### src/verilog/ttc_regs.vh
`ifndef TTC_REGS_VH
`define TTC_REGS_VH
// How it works
// - Clock counting advances every 12 clocks, or every 4 with the fast bit.
// - Reset clears all three fast bits, so timers start at divide by 12.
// - Count pins sampled at C4; a high then low sample counts one edge.
// - Count registers change at C3, one machine cycle after the edge.
// - Mode bit 2 picks timer A source, bit 6 timer B; 1 means pin.
// - Timers A and B each pick one of four modes independently.
// - Mode 0: 13 bits, low five bits prescale the high byte.
// - Mode 0 high byte steps on low bit 4 fall; wrap sets overflow.
// - Counting needs run set and gate clear or interrupt pin high.
// - Mode 1: 16 bit counter, wrap from FFFF sets overflow.
// - Mode 2: low byte wraps, sets overflow, reloads from unchanged high.
// - Timer B in mode 3 freezes its count.
// - Timer A mode 3: low byte uses A controls, high byte uses B run/flag.
// - With A in mode 3, B counts without run bit or overflow flag.
// - A and B overflow flags clear on their interrupt vector acknowledge.
// - Timer C counts pin edges or clock/12 or /4, gated by its run bit.
// - Capture mode: 16 bit up counter, wrap sets timer C overflow.
// - Trigger pin fall, when enabled, captures count and sets external flag.
// - Auto clear bit zeroes timer C after each capture.
// - Timer C request is OR of its flags; only software clears them.
// - Reset clears counts, modes and controls; all timers stopped.

// Register offsets
`define TTC_ADDR_MODE 8'h00
`define TTC_ADDR_CTRL 8'h01
`define TTC_ADDR_A_LOW 8'h02
`define TTC_ADDR_A_HIGH 8'h03
`define TTC_ADDR_B_LOW 8'h04
`define TTC_ADDR_B_HIGH 8'h05
`define TTC_ADDR_CLKCTL 8'h06
`define TTC_ADDR_C_CTRL 8'h07
`define TTC_ADDR_C_MODE 8'h08
`define TTC_ADDR_C_LOW 8'h09
`define TTC_ADDR_C_HIGH 8'h0A
`define TTC_ADDR_CAP_LOW 8'h0B
`define TTC_ADDR_CAP_HIGH 8'h0C

// timer_mode_reg fields
`define TTC_MODE_A_LO 0
`define TTC_MODE_A_HI 1
`define TTC_MODE_A_SEL 2
`define TTC_MODE_A_GATE 3
`define TTC_MODE_B_LO 4
`define TTC_MODE_B_HI 5
`define TTC_MODE_B_SEL 6
`define TTC_MODE_B_GATE 7

// timer_control_reg fields
`define TTC_CTRL_A_RUN 4
`define TTC_CTRL_A_OVF 5
`define TTC_CTRL_B_RUN 6
`define TTC_CTRL_B_OVF 7

// clock_control_reg fields
`define TTC_CLK_A_FAST 0
`define TTC_CLK_B_FAST 1
`define TTC_CLK_C_FAST 2

// timer_c_control fields
`define TTC_C_CAPSEL 0
`define TTC_C_SRC 1
`define TTC_C_RUN 2
`define TTC_C_EXTEN 3
`define TTC_C_EXTF 6
`define TTC_C_OVF 7

// timer_c_mode_reg fields
`define TTC_CM_AUTOCLR 3

// Reset values
`define TTC_RST_BYTE 8'h00
`define TTC_RST_CLKCTL 8'h00

// Machine cycle timing: four phases, slow rate is three machine cycles
`define TTC_PHASE_C3 2'h2
`define TTC_PHASE_C4 2'h3
`define TTC_SLOW_LAST 2'h2

// Operating modes of timers A and B
`define TTC_MODE0 2'h0
`define TTC_MODE1 2'h1
`define TTC_MODE2 2'h2
`define TTC_MODE3 2'h3
`endif

### src/verilog/ttc_pin_sample.v
`timescale 1ns/1ns
// Pin synchroniser with a per-machine-cycle sampler and fall detector
module ttc_pin_sample (
   input wire core_clk_in,
   input wire rst_n_in,
   input wire pin_in,
   input wire sample_in,
   output wire level_out,
   output wire fall_out
);
   reg sync1_ff;
   reg sync2_ff;
   reg smp_ff;
   reg fall_ff;

   // Two-stage synchroniser; only sync2_ff is looked at downstream
   always @(posedge core_clk_in) begin
      if (!rst_n_in) begin
         sync1_ff <= 1'b1;
         sync2_ff <= 1'b1;
      end else begin
         sync1_ff <= pin_in;
         sync2_ff <= sync1_ff;
      end
   end

   // Sample once per machine cycle; fall flag holds for a whole cycle
   always @(posedge core_clk_in) begin
      if (!rst_n_in) begin
         smp_ff <= 1'b1;
         fall_ff <= 1'b0;
      end else if (sample_in) begin
         smp_ff <= sync2_ff;
         fall_ff <= smp_ff & ~sync2_ff;
      end
   end

   assign level_out = sync2_ff;
   assign fall_out = fall_ff;
endmodule

### src/verilog/ttc_top.v
`timescale 1ns/1ns
`include "ttc_regs.vh"
module ttc_top #(
   parameter ADDR_W = 8,
   parameter NUM_PINS = 6
) (
   input wire core_clk_in,
   input wire rst_n_in,
   input wire [ADDR_W-1:0] addr_in,
   input wire [7:0] wr_data_in,
   input wire wr_strobe_in,
   input wire rd_strobe_in,
   output wire [7:0] rd_data_out,
   input wire timer_a_count_pin_in,
   input wire timer_b_count_pin_in,
   input wire timer_c_count_pin_in,
   input wire timer_c_trigger_pin_in,
   input wire ext_irq_a_pin_in,
   input wire ext_irq_b_pin_in,
   input wire vector_a_ack_in,
   input wire vector_b_ack_in,
   output wire timer_a_irq_out,
   output wire timer_b_irq_out,
   output wire timer_c_irq_out
);
   // Step of modes 0 to 2: returns {overflow, high, low}
   function [16:0] ttc_step;
      input [1:0] mode;
      input [7:0] th;
      input [7:0] tl;
      reg [5:0] lo5;
      reg [8:0] hi9;
      reg [8:0] lo9;
      begin
         lo5 = {1'b0, tl[4:0]} + 6'h01;
         hi9 = lo5[5] ? ({1'b0, th} + 9'h001) : {1'b0, th};
         lo9 = {1'b0, tl} + 9'h001;
         case (mode)
            `TTC_MODE0: begin
               // Upper three low bits stay as written
               ttc_step = {hi9[8], hi9[7:0], tl[7:5], lo5[4:0]};
            end
            `TTC_MODE1: begin
               ttc_step = {1'b0, th, tl} + 17'h0_0001;
            end
            `TTC_MODE2: begin
               // Reload keeps the high byte untouched
               ttc_step = lo9[8] ? {1'b1, th, th} : {1'b0, th, lo9[7:0]};
            end
            default: begin
               ttc_step = {1'b0, th, tl};
            end
         endcase
      end
   endfunction

   // Address match for writes
   function wr_hit;
      input [ADDR_W-1:0] addr;
      input [7:0] target;
      begin
         wr_hit = (addr == target[ADDR_W-1:0]);
      end
   endfunction

   reg [1:0] phase_ff;
   reg [1:0] slow_ff;
   reg [7:0] mode_ff;
   reg [7:0] ctrl_ff;
   reg [7:0] clkctl_ff;
   reg [7:0] c_ctrl_ff;
   reg [7:0] c_mode_ff;
   reg [7:0] a_lo_ff;
   reg [7:0] a_hi_ff;
   reg [7:0] b_lo_ff;
   reg [7:0] b_hi_ff;
   reg [7:0] c_lo_ff;
   reg [7:0] c_hi_ff;
   reg [7:0] cap_lo_ff;
   reg [7:0] cap_hi_ff;
   reg [7:0] rd_data_ff;
   reg irq_a_ff;
   reg irq_b_ff;
   reg irq_c_ff;

   reg [7:0] nxt_ctrl;
   reg [7:0] nxt_c_ctrl;
   reg [7:0] nxt_a_lo;
   reg [7:0] nxt_a_hi;
   reg [7:0] nxt_b_lo;
   reg [7:0] nxt_b_hi;
   reg [7:0] nxt_c_lo;
   reg [7:0] nxt_c_hi;
   reg [7:0] nxt_cap_lo;
   reg [7:0] nxt_cap_hi;
   reg [7:0] nxt_rd_data;
   reg set_ovf_a;
   reg set_ovf_b;
   reg set_ovf_c;
   reg set_extf_c;
   reg [16:0] step_a;
   reg [16:0] step_b;
   reg [16:0] sum_c;
   reg [8:0] sum8;

   wire [NUM_PINS-1:0] pin_raw;
   wire [NUM_PINS-1:0] pin_lvl;
   wire [NUM_PINS-1:0] pin_fall;
   wire is_c3;
   wire is_c4;
   wire slow_tick;
   wire tick_a;
   wire tick_b;
   wire tick_c;
   wire [1:0] mode_a;
   wire [1:0] mode_b;
   wire a_in_m3;
   wire en_a;
   wire en_b;
   wire inc_a;
   wire inc_b;
   wire inc_c;
   wire inc_a_hi3;
   wire cap_evt;
   wire capsel;

   // Pin order: count A, count B, irq A, irq B, count C, trigger C
   assign pin_raw = {timer_c_trigger_pin_in, timer_c_count_pin_in, ext_irq_b_pin_in,
                     ext_irq_a_pin_in, timer_b_count_pin_in, timer_a_count_pin_in};

   genvar gi;
   generate
      for (gi = 0; gi < NUM_PINS; gi = gi + 1) begin : g_pin
         ttc_pin_sample u_smp (
            .core_clk_in(core_clk_in),
            .rst_n_in(rst_n_in),
            .pin_in(pin_raw[gi]),
            .sample_in(is_c4),
            .level_out(pin_lvl[gi]),
            .fall_out(pin_fall[gi])
         );
      end
   endgenerate

   // Machine cycle of four phases; slow counter divides three cycles
   always @(posedge core_clk_in) begin
      if (!rst_n_in) begin
         phase_ff <= 2'h0;
         slow_ff <= 2'h0;
      end else begin
         phase_ff <= phase_ff + 2'h1;
         if (is_c4) begin
            slow_ff <= (slow_ff == `TTC_SLOW_LAST) ? 2'h0 : (slow_ff + 2'h1);
         end
      end
   end

   assign is_c3 = (phase_ff == `TTC_PHASE_C3);
   assign is_c4 = (phase_ff == `TTC_PHASE_C4);
   assign slow_tick = is_c3 & (slow_ff == `TTC_SLOW_LAST);

   // Clock ticks: every C3 when fast, every third C3 otherwise
   assign tick_a = clkctl_ff[`TTC_CLK_A_FAST] ? is_c3 : slow_tick;
   assign tick_b = clkctl_ff[`TTC_CLK_B_FAST] ? is_c3 : slow_tick;
   assign tick_c = clkctl_ff[`TTC_CLK_C_FAST] ? is_c3 : slow_tick;

   assign mode_a = {mode_ff[`TTC_MODE_A_HI], mode_ff[`TTC_MODE_A_LO]};
   assign mode_b = {mode_ff[`TTC_MODE_B_HI], mode_ff[`TTC_MODE_B_LO]};
   assign a_in_m3 = (mode_a == `TTC_MODE3);

   // Gate logic; timer B loses its run bit while A is split
   assign en_a = ctrl_ff[`TTC_CTRL_A_RUN] & (~mode_ff[`TTC_MODE_A_GATE] | pin_lvl[2]);
   assign en_b = (a_in_m3 | ctrl_ff[`TTC_CTRL_B_RUN]) &
                 (~mode_ff[`TTC_MODE_B_GATE] | pin_lvl[3]);

   // Pin edges are applied at C3 of the cycle after the C4 sample
   assign inc_a = en_a & (mode_ff[`TTC_MODE_A_SEL] ? (is_c3 & pin_fall[0]) : tick_a);
   assign inc_b = en_b & (mode_b != `TTC_MODE3) &
                  (mode_ff[`TTC_MODE_B_SEL] ? (is_c3 & pin_fall[1]) : tick_b);
   assign inc_a_hi3 = a_in_m3 & ctrl_ff[`TTC_CTRL_B_RUN] & tick_a;

   // Timer C is only active in capture mode; reload modes are absent
   assign capsel = c_ctrl_ff[`TTC_C_CAPSEL];
   assign inc_c = c_ctrl_ff[`TTC_C_RUN] & capsel &
                  (c_ctrl_ff[`TTC_C_SRC] ? (is_c3 & pin_fall[4]) : tick_c);
   assign cap_evt = capsel & c_ctrl_ff[`TTC_C_EXTEN] & is_c3 & pin_fall[5];

   // Timer A next state
   always @* begin
      nxt_a_lo = a_lo_ff;
      nxt_a_hi = a_hi_ff;
      set_ovf_a = 1'b0;
      set_ovf_b = 1'b0;
      step_a = ttc_step(mode_a, a_hi_ff, a_lo_ff);
      sum8 = {1'b0, a_lo_ff} + 9'h001;
      if (a_in_m3) begin
         // Two independent 8-bit counters
         if (inc_a) begin
            nxt_a_lo = sum8[7:0];
            set_ovf_a = sum8[8];
         end
         if (inc_a_hi3) begin
            nxt_a_hi = a_hi_ff + 8'h01;
            set_ovf_b = (a_hi_ff == 8'hFF);
         end
      end else if (inc_a) begin
         {set_ovf_a, nxt_a_hi, nxt_a_lo} = step_a;
      end
      // Software write overrides the same-cycle count
      if (wr_strobe_in && wr_hit(addr_in, `TTC_ADDR_A_LOW)) begin
         nxt_a_lo = wr_data_in;
      end
      if (wr_strobe_in && wr_hit(addr_in, `TTC_ADDR_A_HIGH)) begin
         nxt_a_hi = wr_data_in;
      end
   end

   // Timer B next state and shared control flags
   always @* begin
      nxt_b_lo = b_lo_ff;
      nxt_b_hi = b_hi_ff;
      step_b = ttc_step(mode_b, b_hi_ff, b_lo_ff);
      if (inc_b) begin
         nxt_b_hi = step_b[15:8];
         nxt_b_lo = step_b[7:0];
      end
      if (wr_strobe_in && wr_hit(addr_in, `TTC_ADDR_B_LOW)) begin
         nxt_b_lo = wr_data_in;
      end
      if (wr_strobe_in && wr_hit(addr_in, `TTC_ADDR_B_HIGH)) begin
         nxt_b_hi = wr_data_in;
      end
      // Overflow set beats vector acknowledge; low nibble reads zero
      nxt_ctrl = ctrl_ff;
      if (vector_a_ack_in) begin
         nxt_ctrl[`TTC_CTRL_A_OVF] = 1'b0;
      end
      if (vector_b_ack_in) begin
         nxt_ctrl[`TTC_CTRL_B_OVF] = 1'b0;
      end
      if (set_ovf_a) begin
         nxt_ctrl[`TTC_CTRL_A_OVF] = 1'b1;
      end
      // Split timer A owns this flag, so B overflow is dropped then
      if (set_ovf_b || (inc_b && step_b[16] && !a_in_m3)) begin
         nxt_ctrl[`TTC_CTRL_B_OVF] = 1'b1;
      end
      if (wr_strobe_in && wr_hit(addr_in, `TTC_ADDR_CTRL)) begin
         nxt_ctrl = {wr_data_in[7:4], 4'h0};
      end
   end

   // Timer C capture-mode counter
   always @* begin
      nxt_c_lo = c_lo_ff;
      nxt_c_hi = c_hi_ff;
      nxt_cap_lo = cap_lo_ff;
      nxt_cap_hi = cap_hi_ff;
      set_ovf_c = 1'b0;
      set_extf_c = 1'b0;
      sum_c = {1'b0, c_hi_ff, c_lo_ff} + 17'h0_0001;
      if (inc_c) begin
         {set_ovf_c, nxt_c_hi, nxt_c_lo} = sum_c;
      end
      if (cap_evt) begin
         // Capture stores the count before this edge's increment
         nxt_cap_lo = c_lo_ff;
         nxt_cap_hi = c_hi_ff;
         set_extf_c = 1'b1;
         if (c_mode_ff[`TTC_CM_AUTOCLR]) begin
            nxt_c_lo = 8'h00;
            nxt_c_hi = 8'h00;
         end
      end
      if (wr_strobe_in && wr_hit(addr_in, `TTC_ADDR_C_LOW)) begin
         nxt_c_lo = wr_data_in;
      end
      if (wr_strobe_in && wr_hit(addr_in, `TTC_ADDR_C_HIGH)) begin
         nxt_c_hi = wr_data_in;
      end
      if (wr_strobe_in && wr_hit(addr_in, `TTC_ADDR_CAP_LOW)) begin
         nxt_cap_lo = wr_data_in;
      end
      if (wr_strobe_in && wr_hit(addr_in, `TTC_ADDR_CAP_HIGH)) begin
         nxt_cap_hi = wr_data_in;
      end
      // Flags stay set until software writes them clear
      nxt_c_ctrl = c_ctrl_ff;
      if (set_ovf_c) begin
         nxt_c_ctrl[`TTC_C_OVF] = 1'b1;
      end
      if (set_extf_c) begin
         nxt_c_ctrl[`TTC_C_EXTF] = 1'b1;
      end
      if (wr_strobe_in && wr_hit(addr_in, `TTC_ADDR_C_CTRL)) begin
         nxt_c_ctrl = {wr_data_in[7:6], 2'h0, wr_data_in[3:0]};
      end
   end

   // Read mux; data stands only in the cycle after the strobe
   always @* begin
      nxt_rd_data = 8'h00;
      if (rd_strobe_in) begin
         case (addr_in)
            `TTC_ADDR_MODE: nxt_rd_data = mode_ff;
            `TTC_ADDR_CTRL: nxt_rd_data = ctrl_ff;
            `TTC_ADDR_A_LOW: nxt_rd_data = a_lo_ff;
            `TTC_ADDR_A_HIGH: nxt_rd_data = a_hi_ff;
            `TTC_ADDR_B_LOW: nxt_rd_data = b_lo_ff;
            `TTC_ADDR_B_HIGH: nxt_rd_data = b_hi_ff;
            `TTC_ADDR_CLKCTL: nxt_rd_data = clkctl_ff;
            `TTC_ADDR_C_CTRL: nxt_rd_data = c_ctrl_ff;
            `TTC_ADDR_C_MODE: nxt_rd_data = c_mode_ff;
            `TTC_ADDR_C_LOW: nxt_rd_data = c_lo_ff;
            `TTC_ADDR_C_HIGH: nxt_rd_data = c_hi_ff;
            `TTC_ADDR_CAP_LOW: nxt_rd_data = cap_lo_ff;
            `TTC_ADDR_CAP_HIGH: nxt_rd_data = cap_hi_ff;
            default: nxt_rd_data = 8'h00;
         endcase
      end
   end

   // Configuration registers written only by software
   always @(posedge core_clk_in) begin
      if (!rst_n_in) begin
         mode_ff <= `TTC_RST_BYTE;
         clkctl_ff <= `TTC_RST_CLKCTL;
         c_mode_ff <= `TTC_RST_BYTE;
      end else if (wr_strobe_in) begin
         if (wr_hit(addr_in, `TTC_ADDR_MODE)) begin
            mode_ff <= wr_data_in;
         end
         if (wr_hit(addr_in, `TTC_ADDR_CLKCTL)) begin
            clkctl_ff <= {5'h00, wr_data_in[2:0]};
         end
         if (wr_hit(addr_in, `TTC_ADDR_C_MODE)) begin
            c_mode_ff <= {4'h0, wr_data_in[3], 3'h0};
         end
      end
   end

   // Counters, flags, capture registers and outputs
   always @(posedge core_clk_in) begin
      if (!rst_n_in) begin
         ctrl_ff <= `TTC_RST_BYTE;
         c_ctrl_ff <= `TTC_RST_BYTE;
         a_lo_ff <= `TTC_RST_BYTE;
         a_hi_ff <= `TTC_RST_BYTE;
         b_lo_ff <= `TTC_RST_BYTE;
         b_hi_ff <= `TTC_RST_BYTE;
         c_lo_ff <= `TTC_RST_BYTE;
         c_hi_ff <= `TTC_RST_BYTE;
         cap_lo_ff <= `TTC_RST_BYTE;
         cap_hi_ff <= `TTC_RST_BYTE;
         rd_data_ff <= 8'h00;
         irq_a_ff <= 1'b0;
         irq_b_ff <= 1'b0;
         irq_c_ff <= 1'b0;
      end else begin
         ctrl_ff <= nxt_ctrl;
         c_ctrl_ff <= nxt_c_ctrl;
         a_lo_ff <= nxt_a_lo;
         a_hi_ff <= nxt_a_hi;
         b_lo_ff <= nxt_b_lo;
         b_hi_ff <= nxt_b_hi;
         c_lo_ff <= nxt_c_lo;
         c_hi_ff <= nxt_c_hi;
         cap_lo_ff <= nxt_cap_lo;
         cap_hi_ff <= nxt_cap_hi;
         rd_data_ff <= nxt_rd_data;
         // Requests mirror the flags in the same cycle they change
         irq_a_ff <= nxt_ctrl[`TTC_CTRL_A_OVF];
         irq_b_ff <= nxt_ctrl[`TTC_CTRL_B_OVF];
         irq_c_ff <= nxt_c_ctrl[`TTC_C_OVF] | nxt_c_ctrl[`TTC_C_EXTF];
      end
   end

   assign rd_data_out = rd_data_ff;
   assign timer_a_irq_out = irq_a_ff;
   assign timer_b_irq_out = irq_b_ff;
   assign timer_c_irq_out = irq_c_ff;
endmodule

### config.mk
export PLATFORM = sky130hd
export DESIGN_NAME = ttc_top
export DESIGN_NICKNAME = d
export VERILOG_FILES = /design/src/verilog/ttc_pin_sample.v /design/src/verilog/ttc_top.v
export VERILOG_INCLUDE_DIRS = /design/src /design/src/verilog
export SDC_FILE = /design/constraint.sdc
export NUM_CORES = 1
export LEC_CHECK = 0
export ABC_AREA = 0
export BUFFER_PORTS_ARGS = -buffer_cell sky130_fd_sc_hd__clkbuf_2
export CAP_MARGIN = 20
export CORE_MARGIN = 2
export CORE_UTILIZATION = 60
export DETAILED_ROUTE_END_ITERATION = 12
export PLACE_DENSITY = 0.78
export SLEW_MARGIN = 20
export SYNTH_ARGS = -nofsm -noshare
export SYNTH_HDL_FRONTEND = slang
export SYNTH_SLANG_ARGS = --single-unit
export TNS_END_PERCENT = 5
### constraint.sdc
create_clock -name core_clk_in -period 2.9 [get_ports core_clk_in]
set_clock_uncertainty 0.15 [all_clocks]
set_input_delay 0.725 -clock core_clk_in [delete_from_list [all_inputs] [get_ports core_clk_in]]
set_output_delay 0.725 -clock core_clk_in [all_outputs]
set_load 0.005 [all_outputs]
Yosys cells after proc, flatten, opt, wreduce, memory -nomap -nowiden
Index checks and enable logic that the tools add are counted.
- output and inout bits: 11
- input bits: 28
- word-level logic and storage cells: 206
- register bits after elaboration: 121
- equality and inequality tests: 29
- add/sub/neg operators: 12
- reductions and logical operators: 39
- multiplexer cells: 53
- bitwise gates (word level): 30
- operators by type and width (operator ; number):
    $mux W8 ; 26
    $pmux W8 S13 ; 1
    $pmux W17 S3 ; 2
    $add A16 B1 Y17 const B ; 3
    $eq A8 B4 Y1 const B ; 5
    $add A8 B1 Y9 const B ; 4
    $mux W17 ; 2
    $eq A8 B3 Y1 const B ; 4
    $and A1 B1 Y1 ; 20
    $mux W1 ; 19
    $mux W9 ; 2
    $eq A8 B2 Y1 const B ; 2
    $add A5 B1 Y6 const B ; 2
    $eq A2 B2 Y1 const B ; 6
    $logic_and A1 B1 Y1 ; 12
    $reduce_and A2 Y1 ; 6
    $reduce_bool A4 Y1 ; 3
    $reduce_bool A2 Y1 ; 5
    $ne A3 B3 Y1 const B ; 3
    $reduce_bool A3 Y1 ; 3
    $add A8 B1 Y8 const B ; 1
    $eq A8 B1 Y1 const B ; 1
    $eq A8 B8 Y1 const B ; 1
    $logic_not A8 Y1 ; 1
    15 further kinds ; 29

Depth between registers and ports, before layout
- word-level depth: 10
- gate-level depth with buffers: 8
- mapped depth without buffers: 7

Modules after synthesis
From an unflattened synthesis, not the netlist that was laid out.
- cell total of the unflattened synthesis: 893
- area total of the unflattened synthesis: 7121.8 µm²
- by module, submodules not included (module ; sequential area each (µm²) ; area each (µm²) ; instances ; cells each):
    ttc_top ; 1981.9 ; 6363.6 ; 1 ; 827
    ttc_pin_sample ; 80.1 ; 126.4 ; 6 ; 11

Worst setup path before layout
Ideal clock, no wire load.
- kind: input port to flip-flop
- from: input port addr_in[5]
- to: register a_lo_ff[0]
- path buffers: 2
- data required time: 2.617 ns
- cell stages on the path: 6
- setup slack: 0.346 ns
- setup time: 0.133 ns
- data arrival time: 2.272 ns
- cells stage by stage: or4_4 > buf_6 > or4_4 > buf_6 > o211ai_1 > o32ai_1
- longest elaborated chain between the ends: 4
- elaborated cells on any way between the ends: 6
- classes of those cells: 1 x eq/ne; 1 x mux; 4 x reduce/logical
- RTL lines (element ; RTL line ; RTL):
    start, declared ; ttc_top.v:9 ; input wire [ADDR_W-1:0] addr_in,
    $eq A8 B2 Y1 * ; ttc_top.v:62 ; wr_hit = (addr == target[ADDR_W-1:0]);
    $logic_and A1 B1 Y1 * ; ttc_top.v:210 ; if (wr_strobe_in && wr_hit(addr_in, `TTC_ADDR_A_LOW)) begin
    $reduce_bool A5 Y1 (no line) or $reduce_bool A2 Y1 (tied branches) ; n/a ;
    $reduce_and A2 Y1 (no line) ; n/a ;
    end signal, assigned ; ttc_top.v:347 ; a_lo_ff <= `TTC_RST_BYTE;
    end signal, assigned ; ttc_top.v:362 ; a_lo_ff <= nxt_a_lo;
    end, declared ; ttc_top.v:73 ; reg [7:0] a_lo_ff;
Every way passes the cells marked *; elsewhere a longest branch is shown, timed or not.
A chain may end at the register's enable or synchronous reset.

Worst setup path after layout
- from: register slow_ff[1]
- to: register a_hi_ff[7]
- longest elaborated chain between the ends: 7
- elaborated cells on any way between the ends: 9
- classes of those cells: 2 x eq/ne; 2 x mux; 3 x bitwise; 2 x reduce/logical
- RTL lines (element ; RTL line ; RTL):
    start, declared ; ttc_top.v:67 ; reg [1:0] slow_ff;
    start signal, assigned ; ttc_top.v:153 ; slow_ff <= (slow_ff == `TTC_SLOW_LAST) ? 2'h0 : (slow_ff + 2'h1);
    $eq A2 B2 Y1 (no line) * ; n/a ;
    $and A1 B1 Y1 * ; ttc_top.v:160 ; assign slow_tick = is_c3 & (slow_ff == `TTC_SLOW_LAST);
    $mux W1 * ; ttc_top.v:163 ; assign tick_a = clkctl_ff[`TTC_CLK_A_FAST] ? is_c3 : slow_tick;
    $mux W1 ; ttc_top.v:177 ; assign inc_a = en_a & (mode_ff[`TTC_MODE_A_SEL] ? (is_c3 & pin_fall[0]) : tick_a);
    $and A1 B1 Y1 ; ttc_top.v:177 ;
    $reduce_bool A3 Y1 (no line) ; n/a ;
    $reduce_and A5 Y1 (no line) * ; n/a ;
    end signal, assigned ; ttc_top.v:348 ; a_hi_ff <= `TTC_RST_BYTE;
    end signal, assigned ; ttc_top.v:363 ; a_hi_ff <= nxt_a_hi;
    end, declared ; ttc_top.v:74 ; reg [7:0] a_hi_ff;
Marked as above.

==> results by group <==
Route
  • Via count: 7,599
  • Iter 0 DRT Violations: 1,262
  • Remaining antenna violation count: 0
  • DRC Markers: 0
  • Routed WL: 24,700 um
  • Vias per cell: 6.93
  • Drt wl/cell: 22.6 um
  • Initial DRT Pass Iterations: 6

Clock tree
  • Worst skew pair latency: 0.43 ns
  • Post-CTS setup buffer count: 0
  • PostCTS Resize Cnt: 0
  • CTS tree: yes
  • CTS sink count: 119
  • Max Root-Sink Buffers: 2
  • H-Tree Level Count: 4
  • Clock slew at reported path FFs: 0.06 ns
  • Hold-fix buffers at CTS: 0
  • CTS buffer count: 17
  • Clock tree root driver cell: clkbuf_16

Setup path
  • Critical-path top delay cell: or4_1
  • Buffer and inverter count on the worst path: 0
  • Critical R2R Capture: a_hi_ff[7]
  • Largest stage delay, worst path: 0.56 ns
  • Reg2Reg Launch Point: slow_ff[1]
  • Worst Path Arrival: 2.70 ns
  • R2R depth: 5
  • Top delay family on crit path: simple AND/OR/NAND/NOR gates
  • Critical path launch point type: flip-flop
  • Slack of the worst reg-to-reg path: 0.36 ns
  • CP max FO: 9
  • Critical Path Sink Type: flip-flop
  • Critical path class: flip-flop to flip-flop
  • Crit-path cells: nor2b_1, o2111ai_1, o31a_1, or4_1, o311a_1
  • Crit path required time: 3.06 ns

Placement
  • DP HPWL: 17,600 um
  • Gp weighted congestion: 0.993
  • DP Area: 7710 um2
  • Number of buffers added on ports: 38
  • DP Worst Slack: 0.145 ns
  • Placed Cells: 1,064

Power
  • Pwr/cell area: 484 nW/um2
  • Leakage: 2.90 nW
  • Worst-case vdd ir drop: 0.457 mV
  • Power, Total: 0.00403 W

Logic synthesis
  • EDFF count, synth: 0
  • Syn Area/Cell: 8.10 um2
  • Synthesized cell area: 7250 um2
  • Total number of yosys warnings: 0
  • Cells after Synth: 895
  • Top_reg_cell synth: dfxtp_1
  • Synthesized flop and latch total: 119
  • Mapped Nets: 939
  • Register area share after synthesis: 0.329
  • Post-synthesis async set-or-reset flop share: 0
  • Unique cell type count in the Yosys netlist: 77

Global route
  • GRT overflow: 0
  • Met3 Resource Use GR: 0.0824
  • Grt peak-use layer: met2
  • Met1 Use GR: 0.510
  • First-pass GRT wire length: 38,900 um
  • Initial antenna violation count: 0
  • All-layer global routing usage: 0.391
  • Largest net degree at the start of global routing: 39
  • Vias in the first global route: 7,036
  • Met2 GRT Util: 0.623

Cells and area
  • Nets: 980
  • Commonest non-fill, non-tap cell in the layout: dfxtp_1
  • Area delta synth->final: 14.7%
  • Post-route design area: 8310 um2
  • Layout cells sized above 1: 0.159
  • Antenna Diode Count: 0
  • Fillers: 982
  • Final Non-Filler Cells: 1,096
  • Most frequent cells in the layout: 119 x dfxtp_1, 83 x nand2_1, 76 x nor2_1

Timing
  • Setup WS post-layout: 0.359 ns
  • RSZ-0062 raised after global routing: false
  • Final hold violation count: 0
  • Final Critical Period: 2.54 ns
  • Setup-failing EPs final: 0
  • Worst-Margin Slew: 0.642 ns
  • Max Freq: 0.394 GHz
  • Worst rel slew slack: 0.570
  • Final period utilization: 0.876
  • Max Slew Vio Count: 0
  • Setup_tns: 0 ns

Flow run
  • Maxcap violations: 0

Floorplanning
  • Initial core utilization: 0.608
  • Ports: 39
  • Total die area: 13,000 um2
  • Rows: 40
  • Placeable Area: 11,900 um2
  • Die extent in x: 114 um
  • Die Y: 114 um

Hold path
  • Hold depth: 1
  • Hold Path End: g_pin[5].u_smp.level_out
  • Tightest Hold Check Type: flip-flop to flip-flop
  • Min-delay src: g_pin[5].u_smp.sync1_ff

Status
  • Run status: completed
==> cell usage after synthesis (15+ instances only) <==
library cell	n	area, um2
dfxtp_1	119	2380
nand2_1	83	312
nor2_1	76	285
o21ai_0	51	255
a21oi_1	43	215
nand3_1	43	215
clkbuf_1	41	154
mux2i_1	30	300
inv_1	27	101
a31oi_1	26	163
nand2b_1	23	144
nor3_1	20	100
ha_1	16	200
xnor2_1	16	140
a22oi_1	15	113
==> through the flow <==
step | util | hold WS [ns]
after global placement | 0.648 | 0.238
after global routing | 0.698 | 0.279
after detailed placement | 0.648 | 0.248
after CTS | 0.698 | 0.267
after floorplan | - | 0.236
final | 0.698 | 0.260
==> kinds of logic (layout without fill, tap and decap cells) <==
family | count (synthesis) | in the layout | share of synthesized area
flip-flops | 119 | 119 | 0.329
AO/OA/AOI/OAI | 263 | 263 | 0.255
AND/OR/NAND/NOR | 345 | 345 | 0.251
XOR/XNOR | 19 | 19 | 0.0230
buffers and inverters | 92 | 146 | 0.0511
adder cells (fa/ha/maj) | 16 | 16 | 0.0276
multiplexers | 41 | 41 | 0.0632
==> worst max path at each step <==
| stage | start | endpoint | cells past startpoint |
|---|---|---|---|
| 3_5_place_dp | addr_in[5] | a_hi_ff[6] | 6 |
| 4_1_cts | slow_ff[1] | a_hi_ff[7] | 5 |
| 5_1_grt | slow_ff[1] | a_hi_ff[6] | 5 |
| 3_3_place_gp | addr_in[5] | rd_data_out[2] | 8 |
| 2_1_floorplan | addr_in[5] | a_lo_ff[0] | 6 |
| 6_report | slow_ff[1] | a_hi_ff[7] | 5 |
==> per-layer routing <==
metal | routed length (um) | vias up
met5 | 0 | -
met4 | 1240 | 0
met3 | 2500 | 107
met2 | 11200 | 470
met1 | 9760 | 3559
li1 | - | 3463
==> power breakdown <==
part / internal, W / total, W / switching (W) / leakage, nW
registers: 0.00165 / 0.00166 / 0.00000810 / 0.962
logic: 0.0000648 / 0.000221 / 0.000156 / 1.65
clock network: 0.00123 / 0.00215 / 0.000917 / 0.290
total: 0.00295 / 0.00403 / 0.00108 / 2.90
==> area by class of cell <==
cell class | count | area (um2) | area share
Sequential cell | 119 | 2380 | 0.287
Tap cell | 147 | 184 | 0.0221
Clock buffer | 17 | 425 | 0.0512
Inverter | 28 | 105 | 0.0126
Clock inverter | 15 | 173 | 0.0208
Multi-Input combinational cell | 684 | 4490 | 0.540
Timing Repair Buffer | 86 | 551 | 0.0662
Note: power is estimated with default switching activity, not from simulation.
